File: src/core/cll_pkg.sv
/*
 * Shared types and constants for the configurable logic and latch block.
 * Assumes a single clock domain and AXI4-Lite register access with 32-bit data.
 */
package cll_pkg;

	// ----------------------------------------
	// Signal carrier
	// ----------------------------------------
	typedef struct packed {
		logic connected;
		logic error;
		logic value;
	} cll_sig_t;

	// ----------------------------------------
	// Function and error handling selections
	// ----------------------------------------
	typedef enum logic [1:0] {
		CLL_FN_OR = 2'h0,
		CLL_FN_NOR = 2'h1,
		CLL_FN_LATCH = 2'h2,
		CLL_FN_SET_RESET = 2'h3
	} cll_func_t;

	typedef enum logic [1:0] {
		CLL_EH_TRUE_GOOD = 2'h0,
		CLL_EH_TRUE_BAD = 2'h1,
		CLL_EH_FALSE_GOOD = 2'h2,
		CLL_EH_FALSE_BAD = 2'h3
	} cll_err_mode_t;

	// Error mode encoding: bit 1 set means false, bit 0 set means error
	localparam int CLL_EH_FALSE_BIT = 1;
	localparam int CLL_EH_BAD_BIT = 0;

	// ----------------------------------------
	// Input roles for the storage functions
	// ----------------------------------------
	localparam int CLL_IN_SOURCE = 0;
	localparam int CLL_IN_HOLD = 1;
	localparam int CLL_IN_SET = 0;
	localparam int CLL_IN_RESET = 1;
	localparam int CLL_NUM_INPUTS = 8;

	// ----------------------------------------
	// Register map
	// ----------------------------------------
	localparam int CLL_ADDR_W = 4;
	localparam logic [CLL_ADDR_W-1:0] CLL_REG_CONTROL = 4'h0;
	localparam logic [CLL_ADDR_W-1:0] CLL_REG_STATUS = 4'h4;
	localparam logic [CLL_ADDR_W-1:0] CLL_REG_INPUTS = 4'h8;

	localparam int CLL_CTRL_FUNC_LSB = 0;
	localparam int CLL_CTRL_EH_LSB = 2;
	localparam logic [1:0] CLL_FUNC_RESET = 2'h0;
	localparam logic [1:0] CLL_EH_RESET = 2'h2;

	localparam int CLL_STAT_VALUE = 0;
	localparam int CLL_STAT_ERROR = 1;
	localparam int CLL_STAT_STORED = 2;
	localparam int CLL_STAT_HOLDING = 3;
	localparam int CLL_STAT_UNDETERMINED = 4;

	localparam int CLL_IN_VALUE_LSB = 0;
	localparam int CLL_IN_ERROR_LSB = 8;
	localparam int CLL_IN_CONN_LSB = 16;

	localparam logic [1:0] CLL_RESP_OKAY = 2'h0;
	localparam logic [1:0] CLL_RESP_SLVERR = 2'h2;

endpackage

File: src/core/cll_logic_block.sv
/*
 * Configurable logic function block: OR, NOR, latch or set/reset storage,
 * selected and observed over an AXI4-Lite slave.
 * Assumes one clock, asynchronous active-low reset, and upstream blocks on the same clock.
 */
// Local design decisions: the address map and the AXI4-Lite interface to the registers.
`timescale 1ns/10ps
// Contract
// - OR: output true when any connected input true, false when all false.
// - NOR: output true only when every connected input is false.
// - Gate functions consider connected inputs only; unconnected ones are ignored.
// - A function selection setting picks the behaviour, NOR reporting all-false.
// - Undetermined result takes value and error from a four-way handling choice.
// - Latch: while hold is false the source passes straight to the output.
// - Latch: hold rising captures the source and keeps it until hold falls.
// - Storage: a true set drives output true unless reset is true.
// - Storage: reset forces output false and overrides set.
// - Storage: set rising during reset keeps output false until reset falls.
// - Storage: set is ignored when the output is already true.
// - Storage: output retains its state between set and reset events.
// - Latch: faulty or false hold passes source value and error through.
// - Storage: faulty set while true keeps output true, no error.
// - Gates ignore input errors when valid inputs settle the output.
module cll_logic_block #(
	parameter int NUM_INPUTS = cll_pkg::CLL_NUM_INPUTS
) (
	input wire logic clock,
	input wire logic resetn,
	input wire logic sync_clear,
	input wire cll_pkg::cll_sig_t [NUM_INPUTS-1:0] sig_in,
	output cll_pkg::cll_sig_t sig_out,
	input wire logic [cll_pkg::CLL_ADDR_W-1:0] s_axi_awaddr,
	input wire logic s_axi_awvalid,
	output logic s_axi_awready,
	input wire logic [31:0] s_axi_wdata,
	input wire logic [3:0] s_axi_wstrb,
	input wire logic s_axi_wvalid,
	output logic s_axi_wready,
	output logic [1:0] s_axi_bresp,
	output logic s_axi_bvalid,
	input wire logic s_axi_bready,
	input wire logic [cll_pkg::CLL_ADDR_W-1:0] s_axi_araddr,
	input wire logic s_axi_arvalid,
	output logic s_axi_arready,
	output logic [31:0] s_axi_rdata,
	output logic [1:0] s_axi_rresp,
	output logic s_axi_rvalid,
	input wire logic s_axi_rready
);
	import cll_pkg::*;

	// ----------------------------------------
	// Declarations
	// ----------------------------------------
	cll_func_t func;
	cll_err_mode_t err_mode;
	cll_sig_t gate_result;
	cll_sig_t next_latch;
	cll_sig_t next_out;
	logic gate_undetermined;
	logic undetermined;
	logic next_stored;
	logic stored;
	logic holding;

	logic aw_fire;
	logic w_fire;
	logic b_fire;
	logic ar_fire;
	logic r_fire;
	logic aw_held;
	logic w_held;
	logic got_aw;
	logic got_w;
	logic do_write;
	logic next_aw_held;
	logic next_w_held;
	logic next_bvalid;
	logic next_rvalid;
	logic [CLL_ADDR_W-1:0] aw_addr;
	logic [CLL_ADDR_W-1:0] write_addr;
	logic [31:0] w_data;
	logic [3:0] w_strb;
	logic [31:0] write_data;
	logic [3:0] write_strb;
	logic [31:0] read_word;
	logic read_hit;
	logic write_hit;
	logic write_known;
	logic ctrl_write;
	logic [31:0] status_word;
	logic [31:0] inputs_word;

	// ----------------------------------------
	// Function units
	// ----------------------------------------
	cll_gate_eval #(
		.NUM_INPUTS(NUM_INPUTS)
	) u_gate (
		.sig_in(sig_in),
		.func(func),
		.err_mode(err_mode),
		.result(gate_result),
		.undetermined(gate_undetermined)
	);

	cll_storage u_storage (
		.clock(clock),
		.resetn(resetn),
		.sync_clear(sync_clear),
		.source(sig_in[CLL_IN_SOURCE]),
		.hold(sig_in[CLL_IN_HOLD]),
		.set_in(sig_in[CLL_IN_SET]),
		.reset_in(sig_in[CLL_IN_RESET]),
		.next_latch(next_latch),
		.next_stored(next_stored),
		.stored(stored),
		.holding(holding)
	);

	// ----------------------------------------
	// Output selection
	// ----------------------------------------
	always_comb begin
		next_out = '0;
		next_out.connected = 1'b1;
		undetermined = 1'b0;
		case (func)
			CLL_FN_OR, CLL_FN_NOR: begin
				next_out = gate_result;
				undetermined = gate_undetermined;
			end
			CLL_FN_LATCH: begin
				next_out.value = next_latch.value;
				next_out.error = next_latch.error;
			end
			CLL_FN_SET_RESET: begin
				next_out.value = next_stored;
				next_out.error = 1'b0;
			end
			default: begin
				next_out.value = 1'b0;
			end
		endcase
	end

	// Result is registered so downstream blocks see one value per cycle
	always_ff @(posedge clock or negedge resetn) begin
		if (!resetn) begin
			sig_out <= '0;
		end else if (sync_clear) begin
			sig_out <= '0;
		end else begin
			sig_out <= next_out;
		end
	end

	// ----------------------------------------
	// Write channel handshake
	// ----------------------------------------
	assign aw_fire = s_axi_awvalid & s_axi_awready;
	assign w_fire = s_axi_wvalid & s_axi_wready;
	assign b_fire = s_axi_bvalid & s_axi_bready;

	always_comb begin
		got_aw = aw_held | aw_fire;
		got_w = w_held | w_fire;
		// Address and data may arrive in either order
		do_write = got_aw & got_w & ~s_axi_bvalid;
		next_aw_held = got_aw & ~do_write;
		next_w_held = got_w & ~do_write;
		next_bvalid = do_write | (s_axi_bvalid & ~s_axi_bready);
		write_addr = aw_fire ? s_axi_awaddr : aw_addr;
		write_data = w_fire ? s_axi_wdata : w_data;
		write_strb = w_fire ? s_axi_wstrb : w_strb;
	end

	always_ff @(posedge clock or negedge resetn) begin
		if (!resetn) begin
			aw_held <= 1'b0;
			w_held <= 1'b0;
		end else begin
			aw_held <= next_aw_held;
			w_held <= next_w_held;
		end
	end

	always_ff @(posedge clock or negedge resetn) begin
		if (!resetn) begin
			s_axi_bvalid <= 1'b0;
		end else begin
			s_axi_bvalid <= next_bvalid;
		end
	end

	// Ready drops while a channel is parked or a response is pending
	always_ff @(posedge clock or negedge resetn) begin
		if (!resetn) begin
			s_axi_awready <= 1'b0;
			s_axi_wready <= 1'b0;
		end else begin
			s_axi_awready <= ~next_aw_held & ~next_bvalid;
			s_axi_wready <= ~next_w_held & ~next_bvalid;
		end
	end

	always_ff @(posedge clock or negedge resetn) begin
		if (!resetn) begin
			aw_addr <= '0;
			w_data <= '0;
			w_strb <= '0;
		end else begin
			if (aw_fire) begin
				aw_addr <= s_axi_awaddr;
			end
			if (w_fire) begin
				w_data <= s_axi_wdata;
				w_strb <= s_axi_wstrb;
			end
		end
	end

	// ----------------------------------------
	// Control register
	// ----------------------------------------
	// Only the control word is writable; status and input words are read-only
	assign write_hit = (write_addr == CLL_REG_CONTROL);
	assign ctrl_write = do_write & write_hit & write_strb[0];

	always_ff @(posedge clock or negedge resetn) begin
		if (!resetn) begin
			func <= cll_func_t'(CLL_FUNC_RESET);
			err_mode <= cll_err_mode_t'(CLL_EH_RESET);
		end else if (ctrl_write) begin
			func <= cll_func_t'(write_data[CLL_CTRL_FUNC_LSB +: 2]);
			err_mode <= cll_err_mode_t'(write_data[CLL_CTRL_EH_LSB +: 2]);
		end
	end

	// ----------------------------------------
	// Write response
	// ----------------------------------------
	// Unmapped writes still complete, but answer with a slave error
	always_comb begin
		write_known = 1'b0;
		case (write_addr)
			CLL_REG_CONTROL, CLL_REG_STATUS, CLL_REG_INPUTS: begin
				write_known = 1'b1;
			end
			default: begin
				write_known = 1'b0;
			end
		endcase
	end

	always_ff @(posedge clock or negedge resetn) begin
		if (!resetn) begin
			s_axi_bresp <= CLL_RESP_OKAY;
		end else if (do_write) begin
			s_axi_bresp <= write_known ? CLL_RESP_OKAY : CLL_RESP_SLVERR;
		end
	end

	// ----------------------------------------
	// Read words
	// ----------------------------------------
	always_comb begin
		status_word = '0;
		status_word[CLL_STAT_VALUE] = sig_out.value;
		status_word[CLL_STAT_ERROR] = sig_out.error;
		status_word[CLL_STAT_STORED] = stored;
		status_word[CLL_STAT_HOLDING] = holding;
		status_word[CLL_STAT_UNDETERMINED] = undetermined;
	end

	// Snapshot of the live inputs; only the first eight fit the word
	localparam int IN_FIELD_W = CLL_IN_ERROR_LSB - CLL_IN_VALUE_LSB;
	for (genvar i = 0; i < IN_FIELD_W; i++) begin : g_inputs
		if (i < NUM_INPUTS) begin : g_used
			assign inputs_word[CLL_IN_VALUE_LSB + i] = sig_in[i].value;
			assign inputs_word[CLL_IN_ERROR_LSB + i] = sig_in[i].error;
			assign inputs_word[CLL_IN_CONN_LSB + i] = sig_in[i].connected;
		end else begin : g_unused
			assign inputs_word[CLL_IN_VALUE_LSB + i] = 1'b0;
			assign inputs_word[CLL_IN_ERROR_LSB + i] = 1'b0;
			assign inputs_word[CLL_IN_CONN_LSB + i] = 1'b0;
		end
	end
	assign inputs_word[31:24] = '0;

	always_comb begin
		read_hit = 1'b1;
		read_word = '0;
		case (s_axi_araddr)
			CLL_REG_CONTROL: begin
				read_word[CLL_CTRL_FUNC_LSB +: 2] = func;
				read_word[CLL_CTRL_EH_LSB +: 2] = err_mode;
			end
			CLL_REG_STATUS: begin
				read_word = status_word;
			end
			CLL_REG_INPUTS: begin
				read_word = inputs_word;
			end
			default: begin
				read_hit = 1'b0;
			end
		endcase
	end

	// ----------------------------------------
	// Read channel
	// ----------------------------------------
	assign ar_fire = s_axi_arvalid & s_axi_arready;
	assign r_fire = s_axi_rvalid & s_axi_rready;
	assign next_rvalid = ar_fire | (s_axi_rvalid & ~r_fire);

	always_ff @(posedge clock or negedge resetn) begin
		if (!resetn) begin
			s_axi_rvalid <= 1'b0;
		end else begin
			s_axi_rvalid <= next_rvalid;
		end
	end

	// Address refused while a read answer stands
	always_ff @(posedge clock or negedge resetn) begin
		if (!resetn) begin
			s_axi_arready <= 1'b0;
		end else begin
			s_axi_arready <= ~next_rvalid;
		end
	end

	always_ff @(posedge clock or negedge resetn) begin
		if (!resetn) begin
			s_axi_rdata <= '0;
			s_axi_rresp <= CLL_RESP_OKAY;
		end else if (ar_fire) begin
			s_axi_rdata <= read_word;
			s_axi_rresp <= read_hit ? CLL_RESP_OKAY : CLL_RESP_SLVERR;
		end
	end

endmodule

File: src/core/cll_gate_eval.sv
/*
 * Combinational OR / NOR evaluation over connected inputs with error resolution.
 * Assumes inputs come from logic on the same clock; the caller registers the result.
 */
`timescale 1ns/10ps
module cll_gate_eval #(
	parameter int NUM_INPUTS = 8
) (
	input wire cll_pkg::cll_sig_t [NUM_INPUTS-1:0] sig_in,
	input wire cll_pkg::cll_func_t func,
	input wire cll_pkg::cll_err_mode_t err_mode,
	output cll_pkg::cll_sig_t result,
	output logic undetermined
);
	import cll_pkg::*;

	logic [NUM_INPUTS-1:0] good_true;
	logic [NUM_INPUTS-1:0] bad_input;
	logic any_true;
	logic any_bad;

	// ----------------------------------------
	// Per-input qualification
	// ----------------------------------------
	for (genvar i = 0; i < NUM_INPUTS; i++) begin : g_qual
		assign good_true[i] = sig_in[i].connected & ~sig_in[i].error & sig_in[i].value;
		assign bad_input[i] = sig_in[i].connected & sig_in[i].error;
	end

	assign any_true = |good_true;
	assign any_bad = |bad_input;

	// ----------------------------------------
	// Result
	// ----------------------------------------
	// One good true input settles both functions; errors only matter otherwise
	assign undetermined = ~any_true & any_bad;

	always_comb begin
		result.connected = 1'b1;
		if (undetermined) begin
			result.value = ~err_mode[CLL_EH_FALSE_BIT];
			result.error = err_mode[CLL_EH_BAD_BIT];
		end else if (func == CLL_FN_NOR) begin
			result.value = ~any_true;
			result.error = 1'b0;
		end else begin
			result.value = any_true;
			result.error = 1'b0;
		end
	end

endmodule

File: src/core/cll_storage.sv
/*
 * Latch and set/reset storage state for the logic block.
 * Assumes source, hold, set and reset arrive on the same clock; next values feed the output register.
 */
`timescale 1ns/10ps
module cll_storage (
	input wire logic clock,
	input wire logic resetn,
	input wire logic sync_clear,
	input wire cll_pkg::cll_sig_t source,
	input wire cll_pkg::cll_sig_t hold,
	input wire cll_pkg::cll_sig_t set_in,
	input wire cll_pkg::cll_sig_t reset_in,
	output cll_pkg::cll_sig_t next_latch,
	output logic next_stored,
	output logic stored,
	output logic holding
);
	import cll_pkg::*;

	cll_sig_t latch;
	logic hold_active;
	logic set_good;
	logic reset_good;

	// ----------------------------------------
	// Latch
	// ----------------------------------------
	// A faulty hold cannot be trusted, so the source passes through
	assign hold_active = hold.connected & hold.value & ~hold.error;
	// Capture in the sample where hold first reads true, keep while it stays
	assign next_latch = (hold_active && holding) ? latch : source;

	always_ff @(posedge clock or negedge resetn) begin
		if (!resetn) begin
			latch <= '0;
			holding <= 1'b0;
		end else if (sync_clear) begin
			latch <= '0;
			holding <= 1'b0;
		end else begin
			latch <= next_latch;
			holding <= hold_active;
		end
	end

	// ----------------------------------------
	// Set/reset storage
	// ----------------------------------------
	// Faulty set or reset inputs are ignored; the stored state carries no error
	assign set_good = set_in.connected & set_in.value & ~set_in.error;
	assign reset_good = reset_in.connected & reset_in.value & ~reset_in.error;
	// Reset dominates; set while already true changes nothing
	assign next_stored = reset_good ? 1'b0 : (set_good ? 1'b1 : stored);

	always_ff @(posedge clock or negedge resetn) begin
		if (!resetn) begin
			stored <= 1'b0;
		end else if (sync_clear) begin
			stored <= 1'b0;
		end else begin
			stored <= next_stored;
		end
	end

endmodule

File: config.mk
export PLATFORM = sky130hd
export DESIGN_NAME = cll_logic_block
export DESIGN_NICKNAME = d
export VERILOG_FILES = /design/src/core/cll_pkg.sv /design/src/core/cll_logic_block.sv /design/src/core/cll_gate_eval.sv /design/src/core/cll_storage.sv
export SDC_FILE = /design/constraint.sdc
export NUM_CORES = 1
export LEC_CHECK = 0
export ABC_AREA = 1
export BUFFER_PORTS_ARGS = -buffer_cell sky130_fd_sc_hd__buf_4
export CAP_MARGIN = 20
export CORE_ASPECT_RATIO = 0.5
export CORE_UTILIZATION = 47
export CTS_CLUSTER_SIZE = 40
export DETAILED_ROUTE_END_ITERATION = 8
export GPL_TIMING_DRIVEN = 0
export MAX_ROUTING_LAYER = met4
export PLACE_DENSITY_LB_ADDON = 0.2
export RECOVER_POWER = 50
export REMOVE_ABC_BUFFERS = 1
export SLEW_MARGIN = 20
export SYNTH_ARGS = -nofsm -noshare
export SYNTH_HDL_FRONTEND = slang
export SYNTH_HIERARCHICAL = 1
export SYNTH_SLANG_ARGS = --single-unit
File: constraint.sdc
create_clock -name clock -period 1.4 [get_ports clock]
set_input_delay 0.07 -clock clock [delete_from_list [all_inputs] [get_ports clock]]
set_output_delay 0.07 -clock clock [all_outputs]
set_load 0.005 [all_outputs]
==> key figures <==
CTS
  • Clk_lat worst skew: 0.29 ns
  • CTS tree: built
  • CTS Buf Count: 5
  • # H-tree levels: 2
  • Bufs on Longest Clock Path: 2
  • Clk slew on worst S/H paths: 0.06 ns
  • CTS Root Cell: clkbuf_16
  • Clk sinks: 53

Finish
  • Final nets: 501
  • Fill cell count: 482
  • Final instance area: 3507 um2
  • Multi-input gate area: around 1100 um2
  • Syn-to-layout area delta: 28.52%
  • Final Core Density: 63.32%
  • Fin cells: 499
  • Layout cells sized above 1: 26.53%
  • ANT cells: 0
  • Storage cell area: 1329 um2

Yosys
  • Synth Warn #: 6
  • Mapped Area: between 2000 and 3000 um2
  • Mapped Avg Cell Area: about 7.9 um2
  • Syn Inst Count: 345

Place
  • Post-DP HPWL: ~4400 um
  • Final RePlAce weighted congestion: slightly above 0.8
  • # port buffers: 78
  • Placed Instance Area: 3321 um2
  • Placed insts: 488

Timing
  • Slew headroom: 51.98%
  • Final Critical Period: 1.294 ns
  • Final period util: 92.46%
  • Fmax: 772.5 MHz
  • Unrepaired setup endpoints after global routing: false
  • Worst Clk Skew: 0.008384 ns
  • Slew Limit Fails: 0
  • Final setup violation count: 0
  • Least-Margin Pin Slew: 0.7203 ns
  • Hold slack final: 0.003476 ns
  • Final hold violation count: 0

Outcome
  • Status: finished, final reports clean

Drt
  • Final WL: just under 6000 um
  • Via density: 4.800
  • WL per Instance: 11.87 um
  • Initial DRT Pass Iterations: 5
  • Initial DRC Count: ~150
  • Detailed-route via count: ~2400
  • DR DRC count: 0
  • Post-route ant nets: 0

Worst setup path
  • Critical path depth in cells: 8
  • CP Data Required Time: 1.58 ns
  • CP top delay family: simple AND/OR/NAND/NOR gates
  • CP most frequent cell: nand2_1
  • Worst Setup EP: func[0]
  • Worst path slowest cell: dfrtp_1
  • Bufs and invs on worst path: 0
  • Worst setup path startpoint: s_axi_awready
  • CP Launch Type: flop
  • R2R depth: 8
  • Reg2reg end: func[0]
  • CP Max Fanout: 6
  • Cells along the critical path: nand2_4, nand2_1, nand2_1, nand2_2, nor2_8, nand2_4, nand2_1, nand2_1
  • Critical path's largest stage delay: 0.47 ns
  • CP Capture Type: flop
  • R2R setup slack: 0.11 ns
  • R2R Path Start: s_axi_awready
  • WS Path Type: flop to flop
  • Arr. time, crit path: 1.47 ns

Flow run
  • Maxcap violations: 0

Global routing
  • First-pass GRT wire length: 9832 um
  • Total grt overflow: 0
  • All-Layer GR Usage: about a fifth
  • Initial antenna violation count: 0
  • Vias in the first global route: approximately 2300
  • Largest net degree at the start of global routing: 54

Floorplanning
  • Die area: around 6100 um2
  • Initial cell density of the core: 49.27%
  • Die height: around 56 um
  • IO Count: 120
  • Core area: 5539 um2
  • # rows: 19
  • DIE WIDTH: 109.8 um

Power
  • Final Power: 4608 uW
  • Static leakage: approximately 0.0019 uW
  • Power per cell area: 1314 nW/um2
  • Max IR drop VDD: 913.3 uV

Worst hold path
  • HP Class: primary input to flop
-- report_power, final --
group / switching, uW / internal, uW / total [uW]
combinational: 807 / 532 / 1340
clock: 521 / 715 / 1240
sequential: 191 / 1840 / 2030
-- stage by stage --
step / TNS [ns] / worst slack, ns
after global routing: 0 / 0.005650
after floorplan: -0.01253 / -0.01253
after detailed placement: -9.784 / -0.4451
after CTS: 0 / 0.003089
after global placement: -7.681 / -0.3601
final: 0 / 0.1056
-- cell usage in the layout (no fill, tap or decap), types with 3 or more instances in the layout --
master         count
nand2_1          112
dfrtp_1           51
inv_1             45
buf_4             42
nand3_1           34
clkbuf_4          32
o21ai_0           12
nor2_1            12
o21ai_1           11
conb_1            11
nand2_2            9
nor2_2             7
nand2_4            6
nand4_1            5
clkbuf_16          5
clkbuf_1           5
a21oi_1            4
dlygate4sd3_1      3
-- worst register-to-register path: stages (launching register included) --
cell     delay (ns)
dfrtp_1        0.47
nand2_4        0.15
nand2_1        0.06
nand2_1        0.10
nand2_2        0.11
nor2_8         0.13
nand2_4        0.07
nand2_1        0.06
nand2_1        0.05
-- flip-flops by register name, indices dropped and copies added (netlist names), 2 cells and up --
signal and count:
sig_out 3, u_storage/latch 2, w_data 4, s_axi_rdata 24, func 2, err_mode 2, aw_addr 4
-- layout make-up --
type,count,share of cell area [%]
Multi-Input combinational cell,235,32.47
Tap cell,73,2.604
Sequential cell,53,37.89
Timing Repair Buffer,81,17.37
Clock buffer,8,4.174
Inverter,49,5.494
-- worst min-delay path by stage --
stage          cells past startpoint  slack (ns)              end            from
2_1_floorplan                      0       -0.23       aw_addr[0]          resetn
3_3_place_gp                       1        0.14  s_axi_rdata[20]          resetn
3_5_place_dp                       1        0.14   s_axi_rdata[5]          resetn
4_1_cts                            3       0.003        w_data[2]  s_axi_wdata[2]
5_1_grt                            3        0.03        w_data[1]  s_axi_wdata[1]
6_report                           3       0.003        w_data[2]  s_axi_wdata[2]
-- metal layers --
layer / wire, um / global-route usage (%) / share of wire [%] / vias to the layer above
li1: - / - / - / 1210
met1: 2712 / 27.26 / 46 / 1108
met2: 2881 / 34.77 / 49 / 75
met3: 315 / 3.864 / 5.3 / 2
met4: 14 / 4.571 / 0.24 / 0
met5: 0 / - / 0 / -
-- timing repair --
item / 4_1_cts / 5_1_grt
setup buffers: 0 / 0
endpoints found under the hold margin: 58 / 0
hold buffers: 4 / 0
pin swaps: 0 / 2
endpoints found under the setup margin: 27 / 25
gates resized for setup: 2 / 5
Note: power is estimated with default switching activity, not from simulation.
